File: src/coproc_timing_pkg.sv
package coproc_timing_pkg;

  // Datapath and field widths
  localparam int OPC_W = 8;
  localparam int INSTR_W = 32;
  localparam int REG_W = 8;
  localparam int LANES = 4;
  localparam int STALL_W = 5;
  localparam int CLS_W = 3;
  localparam int NUM_CLS = 5;

  // Instruction field positions
  localparam int OPC_LSB = 0;
  localparam int DST_LSB = 8;
  localparam int TGT_LSB = 8;
  localparam int TGT_W = 16;
  localparam int MASK_LSB = 8;

  // Opcode encodings
  localparam logic [OPC_W-1:0] NOOP_OP = 8'h00;
  localparam logic [OPC_W-1:0] ADD_OP = 8'h01;
  localparam logic [OPC_W-1:0] SUB_OP = 8'h02;
  localparam logic [OPC_W-1:0] MUL_OP = 8'h03;
  localparam logic [OPC_W-1:0] RECIPROCAL_OP = 8'h04;
  localparam logic [OPC_W-1:0] MULT_ACCUM_OP = 8'h05;
  localparam logic [OPC_W-1:0] MULT_ACCUM_START_OP = 8'h06;
  localparam logic [OPC_W-1:0] INV_SQUARE_ROOT_OP = 8'h07;
  localparam logic [OPC_W-1:0] FLOAT_TO_INT_OP = 8'h08;
  localparam logic [OPC_W-1:0] INT_TO_FLOAT_OP = 8'h09;
  localparam logic [OPC_W-1:0] PACK_TWO_HALVES_OP = 8'h0a;
  localparam logic [OPC_W-1:0] PACK_THREE_BYTES_OP = 8'h0b;
  localparam logic [OPC_W-1:0] UNPACK_TWO_HALVES_OP = 8'h0c;
  localparam logic [OPC_W-1:0] UNPACK_THREE_BYTES_OP = 8'h0d;
  localparam logic [OPC_W-1:0] COMPARE_GREATER_OP = 8'h0e;
  localparam logic [OPC_W-1:0] COMPARE_LESS_EQUAL_OP = 8'h0f;
  localparam logic [OPC_W-1:0] COMPARE_EQUAL_OP = 8'h10;
  localparam logic [OPC_W-1:0] CONDITIONAL_JUMP_OP = 8'h11;
  localparam logic [OPC_W-1:0] CONDITIONAL_COPY_OP = 8'h12;
  localparam logic [OPC_W-1:0] GLOBAL_LOAD_OP = 8'h13;
  localparam logic [OPC_W-1:0] GLOBAL_STORE_OP = 8'h14;
  localparam logic [OPC_W-1:0] BARRIER_OP = 8'h15;
  localparam logic [OPC_W-1:0] LANE_SELECT_OP = 8'h16;
  localparam logic [OPC_W-1:0] HALT_OP = 8'h17;

  // Stalled issue cycles
  localparam logic [STALL_W-1:0] STALL_NONE = 5'h00;
  localparam logic [STALL_W-1:0] STALL_RECIP = 5'h0a;
  localparam logic [STALL_W-1:0] STALL_INV_SQRT = 5'h10;
  localparam logic [STALL_W-1:0] STALL_PACK3 = 5'h01;
  localparam logic [STALL_W-1:0] STALL_UNPACK2 = 5'h01;
  localparam logic [STALL_W-1:0] STALL_UNPACK3 = 5'h02;

  // Result latencies in cycles
  localparam int LAT_BASIC = 6;
  localparam int LAT_PACK3 = 7;
  localparam int LAT_MULT_ACCUM_OP = 9;
  localparam int LAT_RECIP = 17;
  localparam int LAT_INV_SQRT = 22;

  // Accumulate chain window and transfer guard
  localparam logic [2:0] CHAIN_SLOTS = 3'h4;
  localparam logic [1:0] MOVE_GUARD = 2'h2;
  localparam logic [LANES-1:0] LANE_RESET = 4'hf;

  // Result latency classes, one timer each
  localparam logic [CLS_W-1:0] CLS_6 = 3'h0;
  localparam logic [CLS_W-1:0] CLS_7 = 3'h1;
  localparam logic [CLS_W-1:0] CLS_9 = 3'h2;
  localparam logic [CLS_W-1:0] CLS_17 = 3'h3;
  localparam logic [CLS_W-1:0] CLS_22 = 3'h4;
  localparam logic [CLS_W-1:0] CLS_NONE = 3'h7;

  function automatic int class_latency(input int c);
    case (c)
      0: return LAT_BASIC;
      1: return LAT_PACK3;
      2: return LAT_MULT_ACCUM_OP;
      3: return LAT_RECIP;
      default: return LAT_INV_SQRT;
    endcase
  endfunction : class_latency

  function automatic logic [STALL_W-1:0] stall_of(input logic [OPC_W-1:0] op);
    case (op)
      RECIPROCAL_OP: return STALL_RECIP;
      INV_SQUARE_ROOT_OP: return STALL_INV_SQRT;
      PACK_THREE_BYTES_OP: return STALL_PACK3;
      UNPACK_TWO_HALVES_OP: return STALL_UNPACK2;
      UNPACK_THREE_BYTES_OP: return STALL_UNPACK3;
      default: return STALL_NONE;
    endcase
  endfunction : stall_of

  function automatic logic [CLS_W-1:0] class_of(input logic [OPC_W-1:0] op);
    case (op)
      ADD_OP, SUB_OP, MUL_OP, FLOAT_TO_INT_OP, INT_TO_FLOAT_OP,
      PACK_TWO_HALVES_OP, COMPARE_GREATER_OP, COMPARE_LESS_EQUAL_OP,
      COMPARE_EQUAL_OP, CONDITIONAL_COPY_OP: return CLS_6;
      PACK_THREE_BYTES_OP, UNPACK_TWO_HALVES_OP: return CLS_7;
      MULT_ACCUM_OP, UNPACK_THREE_BYTES_OP: return CLS_9;
      RECIPROCAL_OP: return CLS_17;
      INV_SQUARE_ROOT_OP: return CLS_22;
      default: return CLS_NONE;
    endcase
  endfunction : class_of

endpackage : coproc_timing_pkg

File: src/issue_if.sv
interface issue_if;
  // Issue event and its decoded attributes
  logic valid;
  logic [coproc_timing_pkg::CLS_W-1:0] cls;
  logic [coproc_timing_pkg::REG_W-1:0] dst;
  logic [coproc_timing_pkg::STALL_W-1:0] stall_load;
  logic stall_busy;

  modport issuer (output valid, cls, dst, stall_load, input stall_busy);
  modport timer (input valid, cls, dst);
  modport staller (input valid, stall_load, output stall_busy);
endinterface : issue_if

File: src/coproc_issue_stall_timing.sv
// Contract
// - Hold instruction issue while resource stays busy
// - Destination updated exactly latency cycles after issue
// - Latency one result seen by next instruction
// - Basic arithmetic ops: no stall, latency six
// - Reciprocal stalls ten, latency 17; accumulate nine
// - Inverse square root stalls 16, latency 22
// - Pack and unpack stalls and latencies per op
// - Jump: no stall, new counter two cycles later
// - Lane select governs the very next instruction
// - Barrier holds issue until transfers are done
// - Halt updates status after pipeline flush
// - Halt inside accumulate chain waits chain end
// - Halt elsewhere waits current instruction completion
// - Halt stops execution and reports idle
module coproc_issue_stall_timing #(
  parameter int PC_W = 16 // Program counter width
) (
  input wire logic core_clk_i, // Core clock, 25 MHz
  input wire logic rst_i, // Sync reset, high
  input wire logic start_i, // Begin running, pulse
  input wire logic [PC_W-1:0] start_pc_i, // Entry address
  input wire logic [31:0] instr_i, // Word at pc_o
  input wire logic instr_valid_i, // Word is ready
  input wire logic jump_taken_i, // Jump condition met
  input wire logic xfer_busy_i, // Global transfers pending
  output logic [PC_W-1:0] pc_o, // Fetch address
  output logic issue_valid_o, // Instruction issued
  output logic issue_hold_o, // Issue held back
  output logic [coproc_timing_pkg::NUM_CLS-1:0] wb_valid_o, // Updates
  output logic [coproc_timing_pkg::NUM_CLS*coproc_timing_pkg::REG_W-1:0] wb_dst_o, // Targets
  output logic [coproc_timing_pkg::LANES-1:0] lane_mask_o, // Active lanes
  output logic idle_o // Status idle
);

  // Sequencer states
  typedef enum logic [2:0] {
    ST_IDLE,
    ST_RUN,
    ST_BARRIER,
    ST_HALT_SLOT,
    ST_HALT_FLUSH
  } seq_state_t;

  localparam logic [PC_W-1:0] PC_STEP = PC_W'(1); // Sequential advance

  // Control state
  seq_state_t state; // Sequencer state
  seq_state_t next_state;
  logic [PC_W-1:0] pc; // Program counter
  logic [PC_W-1:0] next_pc;
  logic jump_pend; // Taken jump awaiting its slot
  logic next_jump_pend;
  logic [PC_W-1:0] jump_tgt; // Pending jump target
  logic [PC_W-1:0] next_jump_tgt;
  logic [coproc_timing_pkg::LANES-1:0] lane_mask; // Lane select register
  logic [coproc_timing_pkg::LANES-1:0] next_lane_mask;
  logic [1:0] move_cnt; // Guard after a transfer issue
  logic [1:0] next_move_cnt;
  logic [2:0] chain_cnt; // Open accumulate chain window
  logic [2:0] next_chain_cnt;
  logic idle; // Status idle flag
  logic next_idle;

  // Decode and handshake terms
  logic [coproc_timing_pkg::OPC_W-1:0] op; // Opcode of word at pc
  logic issuing_state; // State that may issue
  logic issue; // Word issues this cycle
  logic flushed; // Nothing left in flight
  logic barrier_done; // Transfers all finished
  logic [coproc_timing_pkg::NUM_CLS-1:0] timer_busy; // Per-class flight

  issue_if link(); // Issue event to timers and counter

  assign op = instr_i[coproc_timing_pkg::OPC_LSB +: coproc_timing_pkg::OPC_W];

  // Issue only when running, word ready and no stall pending
  assign issuing_state = (state == ST_RUN) || (state == ST_HALT_SLOT);
  assign issue = issuing_state && instr_valid_i && !link.stall_busy;

  // Decoded attributes of the issuing word
  assign link.valid = issue;
  assign link.cls = coproc_timing_pkg::class_of(op);
  assign link.dst = instr_i[coproc_timing_pkg::DST_LSB +: coproc_timing_pkg::REG_W];
  assign link.stall_load = coproc_timing_pkg::stall_of(op);

  // Stalled-cycle counter
  stall_counter u_stall (
    .core_clk_i (core_clk_i),
    .rst_i (rst_i),
    .port (link.staller)
  );

  // One exact-latency timer per result class
  generate
    for (genvar g = 0; g < coproc_timing_pkg::NUM_CLS; g++)
    begin : g_timer
      result_timer #(
        .LATENCY (coproc_timing_pkg::class_latency(g)),
        .CLASS (coproc_timing_pkg::CLS_W'(g))
      ) u_timer (
        .core_clk_i (core_clk_i),
        .rst_i (rst_i),
        .port (link.timer),
        .wb_valid_o (wb_valid_o[g]),
        .wb_dst_o (wb_dst_o[g*coproc_timing_pkg::REG_W +: coproc_timing_pkg::REG_W]),
        .busy_o (timer_busy[g])
      );
    end
  endgenerate

  // Flush covers stalls, in-flight results and an open chain
  assign flushed = !link.stall_busy && (timer_busy == '0)
                   && (chain_cnt == '0);

  // Transfer engine gets a short guard to raise its busy
  assign barrier_done = !xfer_busy_i && (move_cnt == '0);

  // Hold toward the instruction RAM; bubbles go down the pipe
  assign issue_hold_o = (issuing_state && link.stall_busy)
                        || (state == ST_BARRIER)
                        || (state == ST_HALT_FLUSH);

  assign issue_valid_o = issue;

  // Next values of all sequencing state
  always_comb
  begin
    next_state = state;
    next_pc = pc;
    next_jump_pend = jump_pend;
    next_jump_tgt = jump_tgt;
    next_lane_mask = lane_mask;
    next_idle = idle;
    // Guard and chain windows run down every cycle
    next_move_cnt = (move_cnt != '0) ? move_cnt - 2'h1 : move_cnt;
    next_chain_cnt = (chain_cnt != '0) ? chain_cnt - 3'h1 : chain_cnt;

    case (state)
      // Stopped; wait for a start
      ST_IDLE:
      begin
        if (start_i)
        begin
          next_state = ST_RUN;
          next_pc = start_pc_i;
          next_jump_pend = 1'b0;
          next_idle = 1'b0;
        end
      end
      // Normal issue; barrier and halt change state
      ST_RUN:
      begin
        if (issue && op == coproc_timing_pkg::BARRIER_OP)
          next_state = ST_BARRIER;
        else if (issue && op == coproc_timing_pkg::HALT_OP)
          next_state = ST_HALT_SLOT;
      end
      // Variable stall until transfers drain
      ST_BARRIER:
      begin
        if (barrier_done)
          next_state = ST_RUN;
      end
      // Word after a halt still executes
      ST_HALT_SLOT:
      begin
        if (issue)
          next_state = ST_HALT_FLUSH;
      end
      // Status waits for the flush
      ST_HALT_FLUSH:
      begin
        if (flushed)
        begin
          next_state = ST_IDLE;
          next_idle = 1'b1;
        end
      end
      default:
      begin
        next_state = ST_IDLE;
      end
    endcase

    // Effects of the issuing word; counter frozen otherwise
    if (issue)
    begin
      // Jump delay slot: target taken after the next issue
      next_pc = jump_pend ? jump_tgt : pc + PC_STEP;
      next_jump_pend = 1'b0;
      if (op == coproc_timing_pkg::CONDITIONAL_JUMP_OP && jump_taken_i)
      begin
        next_jump_pend = 1'b1;
        next_jump_tgt = PC_W'(instr_i[coproc_timing_pkg::TGT_LSB +: coproc_timing_pkg::TGT_W]);
      end
      // Mask valid for the very next word
      if (op == coproc_timing_pkg::LANE_SELECT_OP)
        next_lane_mask = instr_i[coproc_timing_pkg::MASK_LSB +: coproc_timing_pkg::LANES];
      // Transfer engine may lag a little in raising busy
      if (op == coproc_timing_pkg::GLOBAL_LOAD_OP || op == coproc_timing_pkg::GLOBAL_STORE_OP)
        next_move_cnt = coproc_timing_pkg::MOVE_GUARD;
      // Start opens a window that runs down over four cycles
      if (op == coproc_timing_pkg::MULT_ACCUM_START_OP)
        next_chain_cnt = coproc_timing_pkg::CHAIN_SLOTS;
    end
  end

  // Register only
  always_ff @(posedge core_clk_i)
  begin
    if (rst_i)
    begin
      state <= ST_IDLE;
      pc <= '0;
      jump_pend <= 1'b0;
      jump_tgt <= '0;
      lane_mask <= coproc_timing_pkg::LANE_RESET;
      move_cnt <= '0;
      chain_cnt <= '0;
      idle <= 1'b1;
    end
    else
    begin
      state <= next_state;
      pc <= next_pc;
      jump_pend <= next_jump_pend;
      jump_tgt <= next_jump_tgt;
      lane_mask <= next_lane_mask;
      move_cnt <= next_move_cnt;
      chain_cnt <= next_chain_cnt;
      idle <= next_idle;
    end
  end

  assign pc_o = pc;
  assign lane_mask_o = lane_mask;
  assign idle_o = idle;

  // Reciprocal: ten held cycles with no issue
  property p_recip_stall;
    @(posedge core_clk_i) disable iff (rst_i)
    (issue && op == coproc_timing_pkg::RECIPROCAL_OP)
      |=> (!issue_valid_o && issue_hold_o) [*8]
      ##1 (!issue_valid_o && issue_hold_o)
      ##1 (!issue_valid_o && issue_hold_o);
  endproperty
  a_recip_stall: assert property (p_recip_stall)
    else $error("reciprocal did not hold issue ten cycles");

  // Inverse square root: sixteen held cycles
  property p_sqrt_stall;
    @(posedge core_clk_i) disable iff (rst_i)
    (issue && op == coproc_timing_pkg::INV_SQUARE_ROOT_OP)
      |=> (!issue_valid_o) [*8] ##1 (!issue_valid_o) [*8];
  endproperty
  a_sqrt_stall: assert property (p_sqrt_stall)
    else $error("inverse square root did not hold sixteen cycles");

  // Add: update six cycles on with the issued target
  property p_basic_latency;
    @(posedge core_clk_i) disable iff (rst_i)
    (issue && op == coproc_timing_pkg::ADD_OP)
      |-> ##6 (wb_valid_o[0] && wb_dst_o[7:0] == $past(instr_i[15:8], 6));
  endproperty
  a_basic_latency: assert property (p_basic_latency)
    else $error("add result not updated after six cycles");

  // Accumulate: no stall, update nine cycles on
  property p_mult_accum_op_latency;
    @(posedge core_clk_i) disable iff (rst_i)
    (issue && op == coproc_timing_pkg::MULT_ACCUM_OP)
      |-> ##1 !link.stall_busy ##8 wb_valid_o[2];
  endproperty
  a_mult_accum_op_latency: assert property (p_mult_accum_op_latency)
    else $error("accumulate result not updated after nine cycles");

  // Three-byte pack: one held cycle, update seven on
  property p_pack3;
    @(posedge core_clk_i) disable iff (rst_i)
    (issue && op == coproc_timing_pkg::PACK_THREE_BYTES_OP)
      |=> (issue_hold_o && !issue_valid_o) ##6 wb_valid_o[1];
  endproperty
  a_pack3: assert property (p_pack3)
    else $error("three-byte pack timing wrong");

  // Taken jump: target in the counter two cycles after issue
  property p_jump_target;
    @(posedge core_clk_i) disable iff (rst_i)
    (issue && op == coproc_timing_pkg::CONDITIONAL_JUMP_OP && jump_taken_i)
      ##1 issue_valid_o
      |=> (pc_o == PC_W'($past(instr_i[23:8], 2)));
  endproperty
  a_jump_target: assert property (p_jump_target)
    else $error("jump target not reached two cycles after issue");

  // Lane select governs the next word
  property p_lane_next;
    @(posedge core_clk_i) disable iff (rst_i)
    (issue && op == coproc_timing_pkg::LANE_SELECT_OP)
      |=> (lane_mask_o == $past(instr_i[11:8]));
  endproperty
  a_lane_next: assert property (p_lane_next)
    else $error("lane mask not in place for the next word");

  // Barrier: no issue while transfers remain
  property p_barrier_wait;
    @(posedge core_clk_i) disable iff (rst_i)
    (state == ST_BARRIER && xfer_busy_i) |=> !issue_valid_o;
  endproperty
  a_barrier_wait: assert property (p_barrier_wait)
    else $error("issue during barrier with transfers pending");

  // Halt: idle only after the flush, then nothing issues
  property p_halt_flush;
    @(posedge core_clk_i) disable iff (rst_i)
    (state == ST_HALT_FLUSH) |=> (idle_o == $past(flushed)) && (!idle_o || !issue_valid_o);
  endproperty
  a_halt_flush: assert property (p_halt_flush)
    else $error("halt status not tied to pipeline flush");

  // Stall freezes the program counter
  property p_stall_freeze;
    @(posedge core_clk_i) disable iff (rst_i)
    (issuing_state && link.stall_busy) |=> $stable(pc_o);
  endproperty
  a_stall_freeze: assert property (p_stall_freeze)
    else $error("program counter moved during a stall");

endmodule : coproc_issue_stall_timing

File: src/stall_counter.sv
module stall_counter (
  input wire logic core_clk_i, // Core clock
  input wire logic rst_i, // Sync reset, high
  issue_if.staller port // Issue side
);
  logic [coproc_timing_pkg::STALL_W-1:0] cnt; // Cycles still held
  logic [coproc_timing_pkg::STALL_W-1:0] next_cnt;

  // Load on issue, count down while held
  always_comb
  begin
    next_cnt = cnt;
    if (port.valid)
      next_cnt = port.stall_load;
    else if (cnt != '0)
      next_cnt = cnt - 5'h01;
  end

  // Register only
  always_ff @(posedge core_clk_i)
  begin
    if (rst_i)
      cnt <= '0;
    else
      cnt <= next_cnt;
  end

  assign port.stall_busy = (cnt != '0);

  property p_load_holds;
    @(posedge core_clk_i) disable iff (rst_i)
    (port.valid && port.stall_load != '0) |=> port.stall_busy;
  endproperty
  a_load_holds: assert property (p_load_holds)
    else $error("stall load did not hold issue");
endmodule : stall_counter

File: src/result_timer.sv
module result_timer #(
  parameter int LATENCY = 6, // Cycles from issue to update
  parameter logic [coproc_timing_pkg::CLS_W-1:0] CLASS = 3'h0 // Class served
) (
  input wire logic core_clk_i, // Core clock
  input wire logic rst_i, // Sync reset, high
  issue_if.timer port, // Issue side
  output logic wb_valid_o, // Destination updated now
  output logic [coproc_timing_pkg::REG_W-1:0] wb_dst_o, // Destination index
  output logic busy_o // Result still in flight
);
  logic [LATENCY-1:0] vld; // Age-indexed valid bits
  logic [coproc_timing_pkg::REG_W-1:0] dst [LATENCY]; // Age-indexed targets
  logic [LATENCY-1:0] next_vld;
  logic [coproc_timing_pkg::REG_W-1:0] next_dst [LATENCY];
  logic hit; // Issue belongs to this class

  assign hit = port.valid && (port.cls == CLASS);

  // Shift toward slot zero, enter at the far end
  always_comb
  begin
    for (int i = 0; i < LATENCY - 1; i++)
    begin
      next_vld[i] = vld[i+1];
      next_dst[i] = dst[i+1];
    end
    next_vld[LATENCY-1] = hit;
    next_dst[LATENCY-1] = port.dst;
  end

  // Register only
  always_ff @(posedge core_clk_i)
  begin
    if (rst_i)
      vld <= '0;
    else
      vld <= next_vld;
    dst <= next_dst;
  end

  assign wb_valid_o = vld[0];
  assign wb_dst_o = dst[0];
  assign busy_o = |vld;

  property p_exact_latency;
    @(posedge core_clk_i) disable iff (rst_i)
    wb_valid_o == $past(hit, LATENCY);
  endproperty
  a_exact_latency: assert property (p_exact_latency)
    else $error("result update not at its latency");
endmodule : result_timer

File: config.mk
export PLATFORM = sky130hd
export DESIGN_NAME = coproc_issue_stall_timing
export DESIGN_NICKNAME = d
export VERILOG_FILES = /design/src/coproc_timing_pkg.sv /design/src/issue_if.sv /design/src/coproc_issue_stall_timing.sv /design/src/stall_counter.sv /design/src/result_timer.sv
export SDC_FILE = /design/constraint.sdc
export NUM_CORES = 1
export LEC_CHECK = 0
export ABC_AREA = 1
export CAP_MARGIN = 10
export CORE_MARGIN = 8
export CORE_UTILIZATION = 65
export CTS_CLUSTER_DIAMETER = 60
export DETAILED_ROUTE_END_ITERATION = 8
export DONT_BUFFER_PORTS = 1
export HOLD_SLACK_MARGIN = 0.05
export MAX_ROUTING_LAYER = met4
export PLACE_DENSITY = 0.81
export SYNTH_ARGS = -nofsm -noshare
export SYNTH_HDL_FRONTEND = slang
export SYNTH_HIERARCHICAL = 1
export SYNTH_SLANG_ARGS = --single-unit
File: constraint.sdc
create_clock -name core_clk_i -period 3.03 [get_ports core_clk_i]
set_input_delay 0.1515 -clock core_clk_i [delete_from_list [all_inputs] [get_ports core_clk_i]]
set_output_delay 0.1515 -clock core_clk_i [all_outputs]
set_load 0.05 [all_outputs]
==> flow_summary_export.csv <==
group,metric,value,unit
run_status,run_status,"completed",
global_routing,vias_in_the_first_global_route,7776,
pwr,power_frac_clock,38.6,%
clock_network,htree_num_levels,2,
global_routing,antenna_found_initial,2,
synthesis,seq_area_frac_synth,79.85,%
critical_path,data_arrival_time_of_the_critical_path,3270,ps
pwr,share_comb_of_total_power,6.2,%
clock_network,clock-root-buffer,"sky130_fd_sc_hd__clkbuf_16",
synthesis,synthesis.nets,1297,
placed_design,detailedPlacementHpwl,12390,µm
timing,timing.max_slew.rel_slack,27.44,%
placed_design,place_congestion,0.8303,
critical_path,cp-end-kind,"register",
finish,post_route_cells_drive_above_1_share,7.955,%
synthesis,yosys.cell_types.count,42,
timing,slew_viol_final,0,
finish,utilization_after_layout,75.64,%
timing,worst-slew-pin-transition,1087,ps
placed_design,dp_slack,625.5,ps
global_routing,maximum_number_of_pins_on_one_net_before_global_route_repair,75,
placed_design,post_dp_cell_area,0.01497,mm²
finish,num-nets-final,1341,
floorplanning,die_x,168.1,µm
drt,antenna_violation_net_count_after_detailed_routing,0,
synthesis,synth_top_area_share,79.85,%
global_routing,globalRouteOverflowTotal,0,
clock_network,clock_sinks,600,
finish,layout-area-overhead-vs-synth,14.19,%
timing,rsz_0062_raised_after_global_routing,"false",
critical_path,path_max_fanout,7,
drt,detail_route.vias_per_cell,4.754,
clock_network,cts.path.max_buffers,3,
synthesis,synth_edf_count,0,
drt,avgRoutedWirePerCell,13.77,µm
critical_path,crit_type,"register to register",
placed_design,post-place-cells,1463,
flow_run,timing.max_cap.violations,0,
synthesis,synthesis.area_per_instance,12.15,µm²
critical_path,crit_path_launch_type,"register",
timing,final.setup_skew,8.073,ps
floorplanning,die_h,168.1,µm
synthesis,yosys-top-cells-area,"sky130_fd_sc_hd__dfxtp_1 80%, sky130_fd_sc_hd__nor2_1 3.4%, sky130_fd_sc_hd__inv_1 3.1%",
pwr,switching_share,24.22,%
synthesis,yosysWarningCount,6,
clock_network,clock_latency_at_the_later_pin_of_the_worst_skew_pair,540,ps
floorplanning,initial_utilization,66.24,%
pwr,power_switching,3.951,mW
timing,total_negative_setup_slack,0,ps
timing,layout_worst_path_cycle_share,91.84,%
clock_network,tritoncts.num_buffers,51,
floorplanning,core_area,0.02271,mm²
finish,non_filler_instances,1608,
clock_network,tritoncts,"done",
clock_network,register_clock_pin_slew_on_the_reported_worst_setup_and_hold_paths,60,ps
pwr,seq_power_share,55.2,%
placed_design,placement.io_buffers,0,
critical_path,cp_data_required_time,3520,ps
synthesis,netlist.top_cell.by_area,"sky130_fd_sc_hd__dfxtp_1",
drt,num_vias,7644,
timing,min_period,2783,ps
drt,drc_errors,0,
synthesis,mappedNetlistArea,0.01504,mm²
synthesis,yosys_most_used_dff,"sky130_fd_sc_hd__dfxtp_1",
pwr,max-vdd-ir-drop,0.0007000,V
timing,timing.final.setup_violations,0,
pwr,power_leakage,7.284,nW
finish,final_cell_area,0.01718,mm²
hold_path,min-delay-path-class,"primary input to register",
timing,clock.fmax,0.3594,GHz
global_routing,wire_length_of_the_first_global_routing_pass,36160,µm
drt,dr.pass1.iters,7,
drt,routed_wl,22140,µm
floorplanning,dieArea,0.02827,mm²
timing,final_critical_path_setup_slack,247.2,ps
floorplanning,num_rows,55,
timing,hold_ws,90.01,ps
synthesis,syn_inst,1238,
pwr,powerDensity,949.7,mW/mm²
synthesis,synthArstFlopShare,0,%
pwr,cell_internal_pwr,12.36,mW
synthesis,synth.ff_latch_count,600,
clock_network,post-cts-setup-buffers,0,
floorplanning,design.portCount,122,
drt,initialDrtViolationCount,397,
pwr,totalPowerFinal,16.31,mW
global_routing,grtUsageTotal,16.07,%
timing,hold_viol_final,0,
[power groups by stage]
stage / Combinational, mW / Clock, mW / Sequential [mW]
final: 1.01 / 6.29 / 9.01
after global placement: 0.820 / 0 / 9.14
after CTS: 0.988 / 6.48 / 9.01
after global routing: 1.13 / 6.82 / 9.06
after detailed placement: 0.876 / 0 / 9.18
after floorplan: 0.850 / 0 / 9.00
[kinds of logic after synthesis]
group	after synthesis	synth area share (%)
AO/OA/AOI/OAI	118	4.226
flip-flops	600	79.85
XOR/XNOR	6	0.3494
buffers and inverters	191	6.189
adder cells (fa/ha/maj)	5	0.4159
other	1	0.02493
AND/OR/NAND/NOR	317	8.942
[synth_stat cells, types with 5 or more instances]
cell type	count
sky130_fd_sc_hd__xor2_1	5
sky130_fd_sc_hd__inv_1	124
sky130_fd_sc_hd__a21oi_1	50
sky130_fd_sc_hd__dfxtp_1	600
sky130_fd_sc_hd__nand2_1	102
sky130_fd_sc_hd__o21ai_0	42
sky130_fd_sc_hd__clkbuf_1	6
sky130_fd_sc_hd__nand3_1	50
sky130_fd_sc_hd__nand4_1	5
sky130_fd_sc_hd__nor2_1	136
sky130_fd_sc_hd__o21ai_1	10
sky130_fd_sc_hd__buf_4	41
sky130_fd_sc_hd__ha_1	5
sky130_fd_sc_hd__buf_2	8
sky130_fd_sc_hd__buf_6	5
[sequential cells by signal (all words and copies together) (netlist names), 4 cells and up]
| signal | count |
|---|---|
| g_timer.u_timer/dst | 448 |
| g_timer.u_timer/vld | 61 |
| u_stall/cnt | 5 |
| jump_tgt | 16 |
| lane_mask_o | 4 |
| g_timer.u_timer/wb_dst_o | 40 |
| pc_o | 16 |
[timing repair]
action,in CTS,in global routing
hold endpoints to repair,150,0
hold buffers,51,0
gates resized for setup,0,1
endpoints found under the setup margin,0,1
[metal layers]
layer / vias to the layer above / GRT usage, % / share of wire [%] / wire (µm)
li1: 3887 / - / - / -
met1: 3434 / 16.77 / 40 / 8858
met2: 258 / 28.29 / 50 / 11050
met3: 65 / 4.747 / 7.5 / 1652
met4: 0 / 6.211 / 2.6 / 580
met5: - / - / 0 / 0
[layout make-up]
type	count	area, µm²
sequential	600	12010
fill	1385	5533
multi-input combinational	447	2101
clock buffer	69	1414
timing repair buffer	55	558.0
inverter	127	476.7
tap	285	356.6
clock inverter	22	251.5
antenna	3	7.507
[final timing paths]
kind | start | end | slack, ps | depth (start not counted)
worst max-delay path | u_stall/cnt[0] | move_cnt[1] | 250 | 11
worst min-delay path | instr_i[1] | g_timer[4].u_timer/vld[21] | 90 | 5
worst max register to register | u_stall/cnt[0] | move_cnt[1] | 250 | 11
worst min register to register | g_timer[4].u_timer/dst[43] | g_timer[4].u_timer/dst[51] | 320 | 0
[layout by cell type (no fill, tap or decap), types with 3 or more instances in the layout]
cell,n
sky130_fd_sc_hd__clkbuf_16,51
sky130_fd_sc_hd__nor2_2,4
sky130_fd_sc_hd__nand3_1,50
sky130_fd_sc_hd__buf_4,4
sky130_fd_sc_hd__nand4_1,5
sky130_fd_sc_hd__xor2_1,5
sky130_fd_sc_hd__dlygate4sd3_1,50
sky130_fd_sc_hd__inv_2,3
sky130_fd_sc_hd__clkbuf_8,7
sky130_fd_sc_hd__clkinv_2,10
sky130_fd_sc_hd__bufinv_16,4
sky130_fd_sc_hd__nor3_1,4
sky130_fd_sc_hd__o211ai_1,3
sky130_fd_sc_hd__clkbuf_1,11
sky130_fd_sc_hd__diode_2,3
sky130_fd_sc_hd__o21ai_2,4
sky130_fd_sc_hd__nor2_1,136
sky130_fd_sc_hd__ha_1,5
sky130_fd_sc_hd__o21ai_1,10
sky130_fd_sc_hd__nand2_1,102
sky130_fd_sc_hd__nand3b_1,4
sky130_fd_sc_hd__o21ai_0,42
sky130_fd_sc_hd__a21oi_1,50
sky130_fd_sc_hd__nand2_2,4
sky130_fd_sc_hd__dfxtp_1,600
sky130_fd_sc_hd__clkinvlp_4,3
sky130_fd_sc_hd__inv_1,124
[critical path, cell delays in order, from the launching register on]
cell                            delay, ps
sky130_fd_sc_hd__dfxtp_1              310
sky130_fd_sc_hd__inv_1                110
sky130_fd_sc_hd__ha_1                 260
sky130_fd_sc_hd__nand3_2              130
sky130_fd_sc_hd__inv_1                110
sky130_fd_sc_hd__nand2_1              100
sky130_fd_sc_hd__nor2_4                90
sky130_fd_sc_hd__and2_2               240
sky130_fd_sc_hd__nand3_1               90
sky130_fd_sc_hd__dlygate4sd3_1        590
sky130_fd_sc_hd__a21oi_1              130
sky130_fd_sc_hd__dlygate4sd3_1        560
(Power assumes the default switching activity.)
